==> src/core/status_regs_pkg.sv <==
package status_regs_pkg;
	localparam int          ADDR_W            = 8;
	localparam int          DATA_W            = 32;
	localparam logic [7:0]  OFS_ALGORITHM_STATUS_WORD   = 8'hE4;
	localparam logic [7:0]  OFS_MOTOR_PARAMS  = 8'hE6;
	localparam logic [7:0]  OFS_MEAS_STATUS   = 8'hE8;
	localparam logic [7:0]  OFS_DEVICE_CTRL   = 8'hEA;
	localparam logic [31:0] RESET_VALUE       = 32'h00000000;
	localparam int          MOD_INDEX_LSB     = 16;
	localparam int          DUTY_CMD_LSB      = 4;
	localparam int          HOST_READY_BIT    = 2;
	localparam int          RESISTANCE_LSB    = 24;
	localparam int          EMF_CONST_LSB     = 16;
	localparam int          INDUCTANCE_LSB    = 8;
	localparam int          R_STATUS_BIT      = 31;
	localparam int          L_STATUS_BIT      = 30;
	localparam int          KE_STATUS_BIT     = 29;
	localparam int          MECH_STATUS_BIT   = 28;
	localparam int          SWITCH_FREQ_LSB   = 24;
	localparam int          MOD_INDEX_FULL    = 32768;
	localparam int          DUTY_CMD_FULL     = 4096;
	typedef enum logic [1:0] {
		SEL_NONE,
		SEL_ALGO,
		SEL_MOTOR,
		SEL_MEAS
	} reg_sel_t;
endpackage : status_regs_pkg

==> src/core/status_bus_if.sv <==
interface status_bus_if;
	import status_regs_pkg::*;
	logic [ADDR_W-1:0] addr;
	logic              rd_en;
	logic              wr_en;
	reg_sel_t          sel;
	logic              hit;
	modport decoder (input addr, input rd_en, input wr_en, output sel, output hit);
	modport bank    (output addr, output rd_en, output wr_en, input sel, input hit);
endinterface : status_bus_if

==> src/core/status_addr_decode.sv <==
module status_addr_decode (
	status_bus_if.decoder bus // address in, select out
);
	import status_regs_pkg::*;
	function automatic reg_sel_t decode(input logic [ADDR_W-1:0] a);
		case (a)
			OFS_ALGORITHM_STATUS_WORD:  decode = SEL_ALGO;
			OFS_MOTOR_PARAMS: decode = SEL_MOTOR;
			OFS_MEAS_STATUS:  decode = SEL_MEAS;
			default:          decode = SEL_NONE;
		endcase
	endfunction : decode
	assign bus.sel = decode(bus.addr);
	assign bus.hit = (bus.sel != SEL_NONE) && bus.rd_en;
endmodule : status_addr_decode

==> src/core/motor_algorithm_status_word_registers.sv <==
// Notes on behaviour
// RQ1: modulation index, unsigned 16 bits, in status word bits 31..16, full scale 32768.
// RQ2: decoded duty command, 12 bits, in bits 15..4, full scale 4096.
// RQ3: bit 2 low while defaults copy from shadow memory, high when host may control.
// RQ4: measured resistance in motor parameters bits 31..24.
// RQ5: measured back-emf constant in motor parameters bits 23..16.
// RQ6: measured inductance in bits 15..8; bits 7..0 read zero.
// RQ7: measurement status bits: resistance 31, inductance 30, emf constant 29, mechanical 28.
// RQ8: recommended switching frequency code in bits 27..24; bits 23..0 read zero.
// RQ9: all three status registers read-only and reset to zero.
// RQ10: host leaves unlisted offsets alone.
// RQ11: writes to status registers change nothing and have no side effect.
module motor_algorithm_status_word_registers (
	input  wire logic                                 clock,                  // 25 MHz system clock
	input  wire logic                                 reset_n,                // async reset, active low
	input  wire logic [status_regs_pkg::ADDR_W-1:0]   reg_addr,               // register offset
	input  wire logic                                 reg_rd_en,              // read strobe
	input  wire logic                                 reg_wr_en,              // write strobe
	input  wire logic [status_regs_pkg::DATA_W-1:0]   reg_wr_data,            // write data, unused
	output logic      [status_regs_pkg::DATA_W-1:0]   reg_rd_data,            // read data
	output logic                                      reg_rd_valid,           // read answer pulse
	input  wire logic [15:0]                          modulation_index,       // applied modulation index
	input  wire logic [11:0]                          duty_command,           // decoded speed duty
	input  wire logic                                 shadow_copy_done,       // defaults copied
	input  wire logic                                 param_update,           // load measured values
	input  wire logic [7:0]                           motor_resistance,       // measured resistance
	input  wire logic [7:0]                           back_emf_constant,      // measured emf constant
	input  wire logic [7:0]                           motor_inductance,       // measured inductance
	input  wire logic                                 resistance_meas_status, // resistance status
	input  wire logic                                 inductance_meas_status, // inductance status
	input  wire logic                                 emf_const_meas_status,  // emf constant status
	input  wire logic                                 mechanical_meas_status, // mechanical status
	input  wire logic [3:0]                           recommended_switch_freq // switching freq code
);
	import status_regs_pkg::*;

	status_bus_if bus ();

	logic [DATA_W-1:0] algo_q;
	logic [DATA_W-1:0] algo_d;
	logic [DATA_W-1:0] motor_q;
	logic [DATA_W-1:0] motor_d;
	logic [DATA_W-1:0] meas_q;
	logic [DATA_W-1:0] meas_d;
	logic [DATA_W-1:0] rd_data_q;
	logic [DATA_W-1:0] rd_data_d;
	logic              rd_valid_q;
	logic              ready_q;
	logic [DATA_W-1:0] rd_mux;

	assign bus.addr  = reg_addr;
	assign bus.rd_en = reg_rd_en;
	assign bus.wr_en = reg_wr_en;

	status_addr_decode u_decode (
		.bus (bus)
	);

	// ready flag goes high once defaults are in and stays high until reset
	always_ff @(posedge clock or negedge reset_n) begin
		if (!reset_n)
			ready_q <= 1'b0;
		else if (shadow_copy_done)
			ready_q <= 1'b1; // [RQ3]
	end

	always_comb begin
		algo_d = RESET_VALUE;
		algo_d[MOD_INDEX_LSB +: 16] = modulation_index; // [RQ1]
		algo_d[DUTY_CMD_LSB +: 12]  = duty_command;     // [RQ2]
		algo_d[HOST_READY_BIT]      = ready_q;          // [RQ3]
	end

	always_comb begin
		motor_d = motor_q;
		if (param_update) begin
			motor_d = RESET_VALUE;
			motor_d[RESISTANCE_LSB +: 8] = motor_resistance;  // [RQ4]
			motor_d[EMF_CONST_LSB +: 8]  = back_emf_constant; // [RQ5]
			motor_d[INDUCTANCE_LSB +: 8] = motor_inductance;  // [RQ6]
		end
	end

	always_comb begin
		meas_d = RESET_VALUE;
		meas_d[R_STATUS_BIT]          = resistance_meas_status;  // [RQ7]
		meas_d[L_STATUS_BIT]          = inductance_meas_status;  // [RQ7]
		meas_d[KE_STATUS_BIT]         = emf_const_meas_status;   // [RQ7]
		meas_d[MECH_STATUS_BIT]       = mechanical_meas_status;  // [RQ7]
		meas_d[SWITCH_FREQ_LSB +: 4]  = recommended_switch_freq; // [RQ8]
	end

	// no write path exists into any status register
	always_ff @(posedge clock or negedge reset_n) begin
		if (!reset_n) begin
			algo_q  <= RESET_VALUE; // [RQ9]
			motor_q <= RESET_VALUE; // [RQ9]
			meas_q  <= RESET_VALUE; // [RQ9]
		end else begin
			algo_q  <= algo_d;  // [RQ11]
			motor_q <= motor_d; // [RQ11]
			meas_q  <= meas_d;  // [RQ11]
		end
	end

	// unmapped and control offsets read zero
	assign rd_mux = (bus.sel == SEL_ALGO)  ? algo_q  :
	                (bus.sel == SEL_MOTOR) ? motor_q :
	                (bus.sel == SEL_MEAS)  ? meas_q  : RESET_VALUE; // [RQ10]
	assign rd_data_d = bus.hit ? rd_mux : RESET_VALUE;

	always_ff @(posedge clock or negedge reset_n) begin
		if (!reset_n) begin
			rd_data_q  <= RESET_VALUE;
			rd_valid_q <= 1'b0;
		end else begin
			rd_data_q  <= rd_data_d;
			rd_valid_q <= reg_rd_en;
		end
	end

	assign reg_rd_data  = rd_data_q;
	assign reg_rd_valid = rd_valid_q;
endmodule : motor_algorithm_status_word_registers

==> config.mk <==
export PLATFORM = sky130hd
export DESIGN_NAME = motor_algorithm_status_word_registers
export DESIGN_NICKNAME = d
export VERILOG_FILES = /design/src/core/status_regs_pkg.sv /design/src/core/status_bus_if.sv /design/src/core/status_addr_decode.sv /design/src/core/motor_algorithm_status_word_registers.sv
export SDC_FILE = /design/constraint.sdc
export NUM_CORES = 1
export LEC_CHECK = 0
export BUFFER_PORTS_ARGS = -buffer_cell sky130_fd_sc_hd__buf_2
export CELL_PAD_IN_SITES_DETAIL_PLACEMENT = 0
export CELL_PAD_IN_SITES_GLOBAL_PLACEMENT = 2
export CORE_MARGIN = 1.5
export CORE_UTILIZATION = 27
export DETAILED_ROUTE_END_ITERATION = 16
export GPL_TIMING_DRIVEN = 0
export PLACE_DENSITY = 0.74
export SLEW_MARGIN = 10
export SYNTH_ARGS = -nofsm -noshare
export SYNTH_HDL_FRONTEND = slang
export SYNTH_SLANG_ARGS = --single-unit
export TNS_END_PERCENT = 5
==> constraint.sdc <==
create_clock -name clock -period 0.9 [get_ports clock]
set_input_delay 0.135 -clock clock [delete_from_list [all_inputs] [get_ports clock]]
set_output_delay 0.135 -clock clock [all_outputs]
set_load 0.05 [all_outputs]
==> flow_summary.yaml, run 1 <==
run_status:
  status: "finished with violations"
  violations: "negative hold slack, negative setup slack"
worst_setup_path:
  cp_top_family: "flip-flops"
  crit_path_top_delay_cell: "dfrtp_1"
  crit_fanout: 1
  max_stage_delay_ns: 0.39
  path_buf_inv: 1
  required_ns: 0.76
  critPathCaptureType: "primary output"
  cp-start-kind: "flop"
  path_cells: "buf_6"
  crit_type: "reg -> out"
  worstPathArrival_ns: 0.89
timing:
  setup_slack_ns: -0.122
  max_slew_margin_pct: 63.7
  timing.fmax_mhz: 978
  finalClockSkew_ns: 0.00568
  final.setup.tns_ns: -3.02
  whs_ns: -0.226
  rsz0062_at_grt: "yes"
  worst_pin_slew_ns: 0.544
  setup_violations: 31
  maxSlewViolCount: 0
  timing.final.hold_violations: 42
  min_period_ns: 1.02
  finalCritPeriodShare_pct: 114
route:
  viasPerCell: 4.23
  vias: 2096
  routed_wl_um: 7030
  drt_first_pass_iters: 3
  drc: 0
  wire_per_inst_um: 14.2
  drtAntennaViolNets: 0
  drt_iter0_drc: 53
power_and_ir_drop:
  ir_drop_mv: 1.14
  power_density_nw_per_um2: 1970
  p_leak_uw: 0.00226
  power.total_uw: 9500
logic_synthesis:
  muxShareOfSynthArea_pct: 8.64
  synthTopCellsByArea: "dfrtp_1, mux2_2, a22oi_1"
  synth_xor_area_share_pct: 0
  synth.largest_area_cell: "dfrtp_1"
  synth_top_family_by_area: "multiplexers"
  synthAdderAreaFrac_pct: 0
  synth-simple-area-share_pct: 6.56
  synth_edf_count: 0
  synth-main-ff-cell: "dfrtp_1"
  synth_compound_area_share_pct: 8.52
  yosys-top-cells-count: "dfrtp_1, mux2_2, nor2_1, a22oi_1, a22o_1"
  syn_avg_cell_area_um2: 16.0
  synth_most_common_cell: "dfrtp_1"
  yosysWarnings: 0
  synthArstFlopShare_pct: 100
  synth_top_area_share_pct: 73.6
  yosysUniqueCellTypes: 22
  ys_ff_latch: 92
  synth_cells: 195
  synth_area_um2: 3130
  yosysSeqAreaShare_pct: 73.6
finish:
  fin_nets: 454
  multiInputGateArea_um2: 764
  utilization_pct: 42.3
  regArea_um2: 2300
  areaGrowthSynthToFinish_pct: 53.8
  nFillCells: 1061
  drive_above_1_share_pct: 45.3
  num_antenna_cells: 0
clocking:
  clk_latency_ns: 0.34
  cts_tree: "yes"
  cts_buffers: 9
  path_clk_slew_ns: 0.07
  htree_levels: 3
  clockBufferDepth: 2
  cts-root-buf: "clkbuf_16"
  cts.hold.buffers_added: 38
  cts_sinks: 92
die:
  core_area_um2: 11400
  std_cell_rows: 39
  ios: 139
  die_h_um: 111
  die_area_um2: 12200
  initial_core_util_pct: 27.5
  die_w_um: 111
global_route:
  gr-total-overflow: 0
  grt_pass1_wl_um: 11500
  antenna_found_initial: 0
  grt_pass1_vias: 2225
  grt_usage_pct: 12.5
  grt_max_degree: 51
worst_hold_path:
  worst_hold_path_type: "in -> async"
placed_design:
  gp_congestion: 0.694
  port-buffer-count: 101
  place_hpwl_um: 4730
  place_ws_ns: -0.498
run:
  cap_violations: 0
## where the power goes
part           switching, µW  total (µW)  internal [µW]
sequential              78.3        4410           4330
combinational            319         726            407
clock                   1500        4360           2860
## final timing paths
kind	from	slack, ns	endpoint	depth (start not counted)
worst max-delay path	reg_rd_data[28]	-0.12	reg_rd_data[28]	1
worst min-delay path	reset_n	-0.23	reg_rd_data[8]	1
worst max register to register	algo_q[29]	0	reg_rd_data[29]	2
worst min register to register	ready_q	0.37	algo_q[2]	0
max in group asynchronous	reset_n	0.50	motor_q[30]	2
min in group clock	motor_resistance[5]	0.02	motor_q[29]	2
## state kept, by name, summed over array words and instances (netlist names)
| name | flops |
|---|---|
| algo_q | 29 |
| meas_q | 8 |
| motor_q | 24 |
| ready_q | 1 |
| reg_rd_data | 29 |
| reg_rd_valid | 1 |
## what timing repair did
action | CTS | global route
cloned | 0 | 0
pin swaps | 1 | 0
buffers inserted | 0 | 0
gates resized for setup | 63 | 4
hold endpoints to repair | 80 | 42
setup endpoints to repair | 57 | 43
## placed cells by master, fill, tap and decap left out, types with 5 or more instances in the layout
master and n:
and3_1 5, a22oi_1 16, buf_2 70, buf_4 8, dlygate4sd3_1 38, a32o_1 5
dfrtp_1 92, clkbuf_16 9, mux2_2 24, a22o_1 11, nor2_1 16, buf_6 31
## metal layers
layer / wire length [µm] / part of all wire (%) / track usage (%)
met1: 3120 / 44 / 15.5
met2: 3390 / 48 / 19.8
met3: 430 / 6.1 / 5.32
met4: 99 / 1.4 / 4.10
met5: 0 / 0 / 0
## worst reg2reg max path, cell delays in order, from the launching register on
cell and delay (ns):
dfrtp_1 0.36, a22o_1 0.21, a22o_1 0.23
## final cells by class
| class | instances | area share [%] |
|---|---|---|
| clock buffer | 12 | 5.33 |
| clock inverter | 4 | 1.98 |
| multi-input combinational | 91 | 15.9 |
| tap | 143 | 3.72 |
| buffer | 14 | 2.26 |
| timing repair buffer | 140 | 22.9 |
| sequential | 92 | 47.9 |
## stage by stage
step                cells  hold WS, ns  cell area [µm²]
CTS                   496       -0.213             4800
finish                496       -0.226             4810
global route          496       -0.185             4810
detailed placement    442        0.153             3870
floorplan             197       -0.161             3150
global placement      441        0.242             3840
## kinds of logic after synthesis
family | Yosys count
DFF | 92
other | 1
buffers and inverters | 14
muxes | 24
AOI/OAI and AO/OA | 32
and+or+nand+nor | 32
No activity file was read; power rests on OpenSTA's default activity.
==> inputs of run 2 (changes only) <==
--- a/config.mk
+++ b/config.mk
@@ -9,10 +9,12 @@
 export CELL_PAD_IN_SITES_DETAIL_PLACEMENT = 0
 export CELL_PAD_IN_SITES_GLOBAL_PLACEMENT = 2
 export CORE_MARGIN = 1.5
-export CORE_UTILIZATION = 27
+export CORE_UTILIZATION = 28
+export CTS_BUF_LIST = sky130_fd_sc_hd__clkbuf_4
 export DETAILED_ROUTE_END_ITERATION = 16
+export GPL_ROUTABILITY_DRIVEN = 0
 export GPL_TIMING_DRIVEN = 0
-export PLACE_DENSITY = 0.74
+export PLACE_DENSITY = 0.77
 export SLEW_MARGIN = 10
 export SYNTH_ARGS = -nofsm -noshare
 export SYNTH_HDL_FRONTEND = slang
==> run 2 against run 1 <==
Effect of this change:
- the flow finishes with violations (negative setup slack)
- setup slack got worse by 0.15 ns
- sequential share of layout area decreased by 0.61 points
- core utilization increased by 2.4 points
- critical path type unchanged
- critical endpoint is now reg_rd_data[27]
- highest routed layer unchanged
==> flow_summary.yaml, run 2 (synthesis gave the netlist of run 1 again) <==
run_status:
  status: "finished with violations"
  violations: "negative setup slack"
route:
  routed_wl_um: 7130
  drc: 0
  drtAntennaViolNets: 0
  viasPerCell: 4.22
  wire_per_inst_um: 13.8
  vias: 2185
  drt_iter0_drc: 73
  drt_first_pass_iters: 4
clocking:
  cts-root-buf: "clkbuf_4"
  cts_buffers: 9
  path_clk_slew_ns: 0.15
  clockBufferDepth: 2
  cts_sinks: 92
  cts_tree: "yes"
  clk_latency_ns: 0.45
  htree_levels: 3
die:
  core_area_um2: 10900
  die_w_um: 109
  ios: 139
  die_area_um2: 11800
  initial_core_util_pct: 28.7
  die_h_um: 109
  std_cell_rows: 38
worst_setup_path:
  required_ns: 0.76
  critPathLaunch: "reg_rd_data[27]"
  crit_type: "reg -> out"
  timing.rr.start: "algo_q[29]"
  cp_num_cells: 1
  max_stage_delay_ns: 0.42
  rrSetupSlack_ns: 0.01
  timing.rr.end: "reg_rd_data[29]"
  critPathCaptureType: "primary output"
  worstRegToRegCells: 2
  cp_top_family: "flip-flops"
  crit_path_top_delay_cell: "dfrtp_1"
  cp-start-kind: "flop"
  path_cells: "buf_6"
  endpoint: "reg_rd_data[27]"
  worstPathArrival_ns: 1.04
  path_buf_inv: 1
  crit_fanout: 1
timing:
  timing.final.hold_violations: 0
  setup_slack_ns: -0.270
  setup_violations: 30
  worst_pin_slew_ns: 0.632
  maxSlewViolCount: 0
  min_period_ns: 1.17
  rsz0062_at_grt: "yes"
  finalClockSkew_ns: 0.0191
  timing.fmax_mhz: 855
  finalCritPeriodShare_pct: 130
  whs_ns: 0.0684
  max_slew_margin_pct: 57.7
finish:
  num_antenna_cells: 0
  drive_above_1_share_pct: 42.1
  most-common-layout-cells: "dfrtp_1, buf_2, dlygate4sd3_1"
  finalNonFillerCells: 518
  layout_commonest_cell: "dfrtp_1"
  areaGrowthSynthToFinish_pct: 55.8
  utilization_pct: 44.7
  fin_nets: 479
  nFillCells: 987
worst_hold_path:
  worst_hold_path_type: "in -> reg"
  worstHoldStart: "param_update"
placed_design:
  place_ws_ns: -0.442
  placed_cells: 439
  place_hpwl_um: 4750
  port-buffer-count: 101
run:
  cap_violations: 0
power_and_ir_drop:
  power_density_nw_per_um2: 1630
  power_frac_seq_pct: 55.4
  p_switching_uw: 1760
  switching_share_pct: 22.1
  ir_drop_mv: 1.13
  p_int_uw: 6200
  p_leak_uw: 0.00228
  clkPwrFrac_pct: 34.5
  p_comb_share_pct: 10.2
  power.total_uw: 7960
global_route:
  grt_pass1_vias: 2218
  gr-total-overflow: 0
  grt_pass1_wl_um: 10800
  grt_max_degree: 48
  antenna_found_initial: 0
  grt_usage_pct: 12.8
run 2: cell types whose count changed in the layout (fill, tap and decap cells not counted), moves of 2 or more:
cell,before,now
clkbuf_8,3,1
buf_4,8,5
clkbuf_16,9,0
dlygate4sd3_1,38,63
buf_2,70,73
clkbuf_4,3,11
run 2: power by group through the flow:
stage	sequential, µW	combinational (µW)	clock, µW
2_1_floorplan	4480	264	0
3_3_place_gp	4480	572	0
3_5_place_dp	4480	601	0
4_1_cts	4410	816	2850
5_1_grt	4420	886	3050
6_report	4400	808	2740
run 2: metrics by stage:
step | TNS, ns | instance area, µm²
finish | -6.88 | 4870
global placement | -113.49 | 3830
detailed placement | -14.28 | 3860
global route | -9.40 | 4870
CTS | -7.98 | 4870
floorplan | -0.433 | 3150
run 2: timing repair:
| action | in CTS | in global routing |
|---|---|---|
| setup endpoints to repair | 31 | 85 |
| buffers inserted | 0 | 0 |
| endpoints found under the hold margin | 108 | 0 |
| gates resized for setup | 60 | 2 |
| hold buffers | 63 | 0 |
| pin swaps | 1 | 1 |
run 2: layout make-up:
| type | count | area (µm²) | share of cell area (%) |
|---|---|---|---|
| sequential | 92 | 2300 | 47.3 |
| timing repair buffer | 165 | 1360 | 27.9 |
| multi-input combinational | 91 | 753 | 15.5 |
| tap | 140 | 175 | 3.60 |
| buffer | 14 | 101 | 2.08 |
| clock inverter | 7 | 115 | 2.36 |
| clock buffer | 9 | 67.6 | 1.39 |
run 2: how the worst min path moves through the flow:
stage | endpoint | slack [ns] | cells after the start
after floorplan | algo_q[10] | -0.16 | 0
after global placement | meas_q[24] | 0.24 | 1
after detailed placement | reg_rd_data[9] | 0.18 | 1
after CTS | motor_q[8] | 0.04 | 2
after global routing | motor_q[8] | 0.02 | 2
final | motor_q[8] | 0.07 | 2
run 2: metal layers:
| layer | routed length, µm | track usage, % | vias to the layer above | share of wire, % |
|---|---|---|---|---|
| met1 | 3010 | 14.1 | 1062 | 42 |
| met3 | 402 | 5.62 | 7 | 5.6 |
| met5 | 0 | 0 | - | 0 |
| li1 | - | - | 1040 | - |
| met4 | 82 | 3.67 | 0 | 1.1 |
| met2 | 3640 | 22.2 | 76 | 51 |
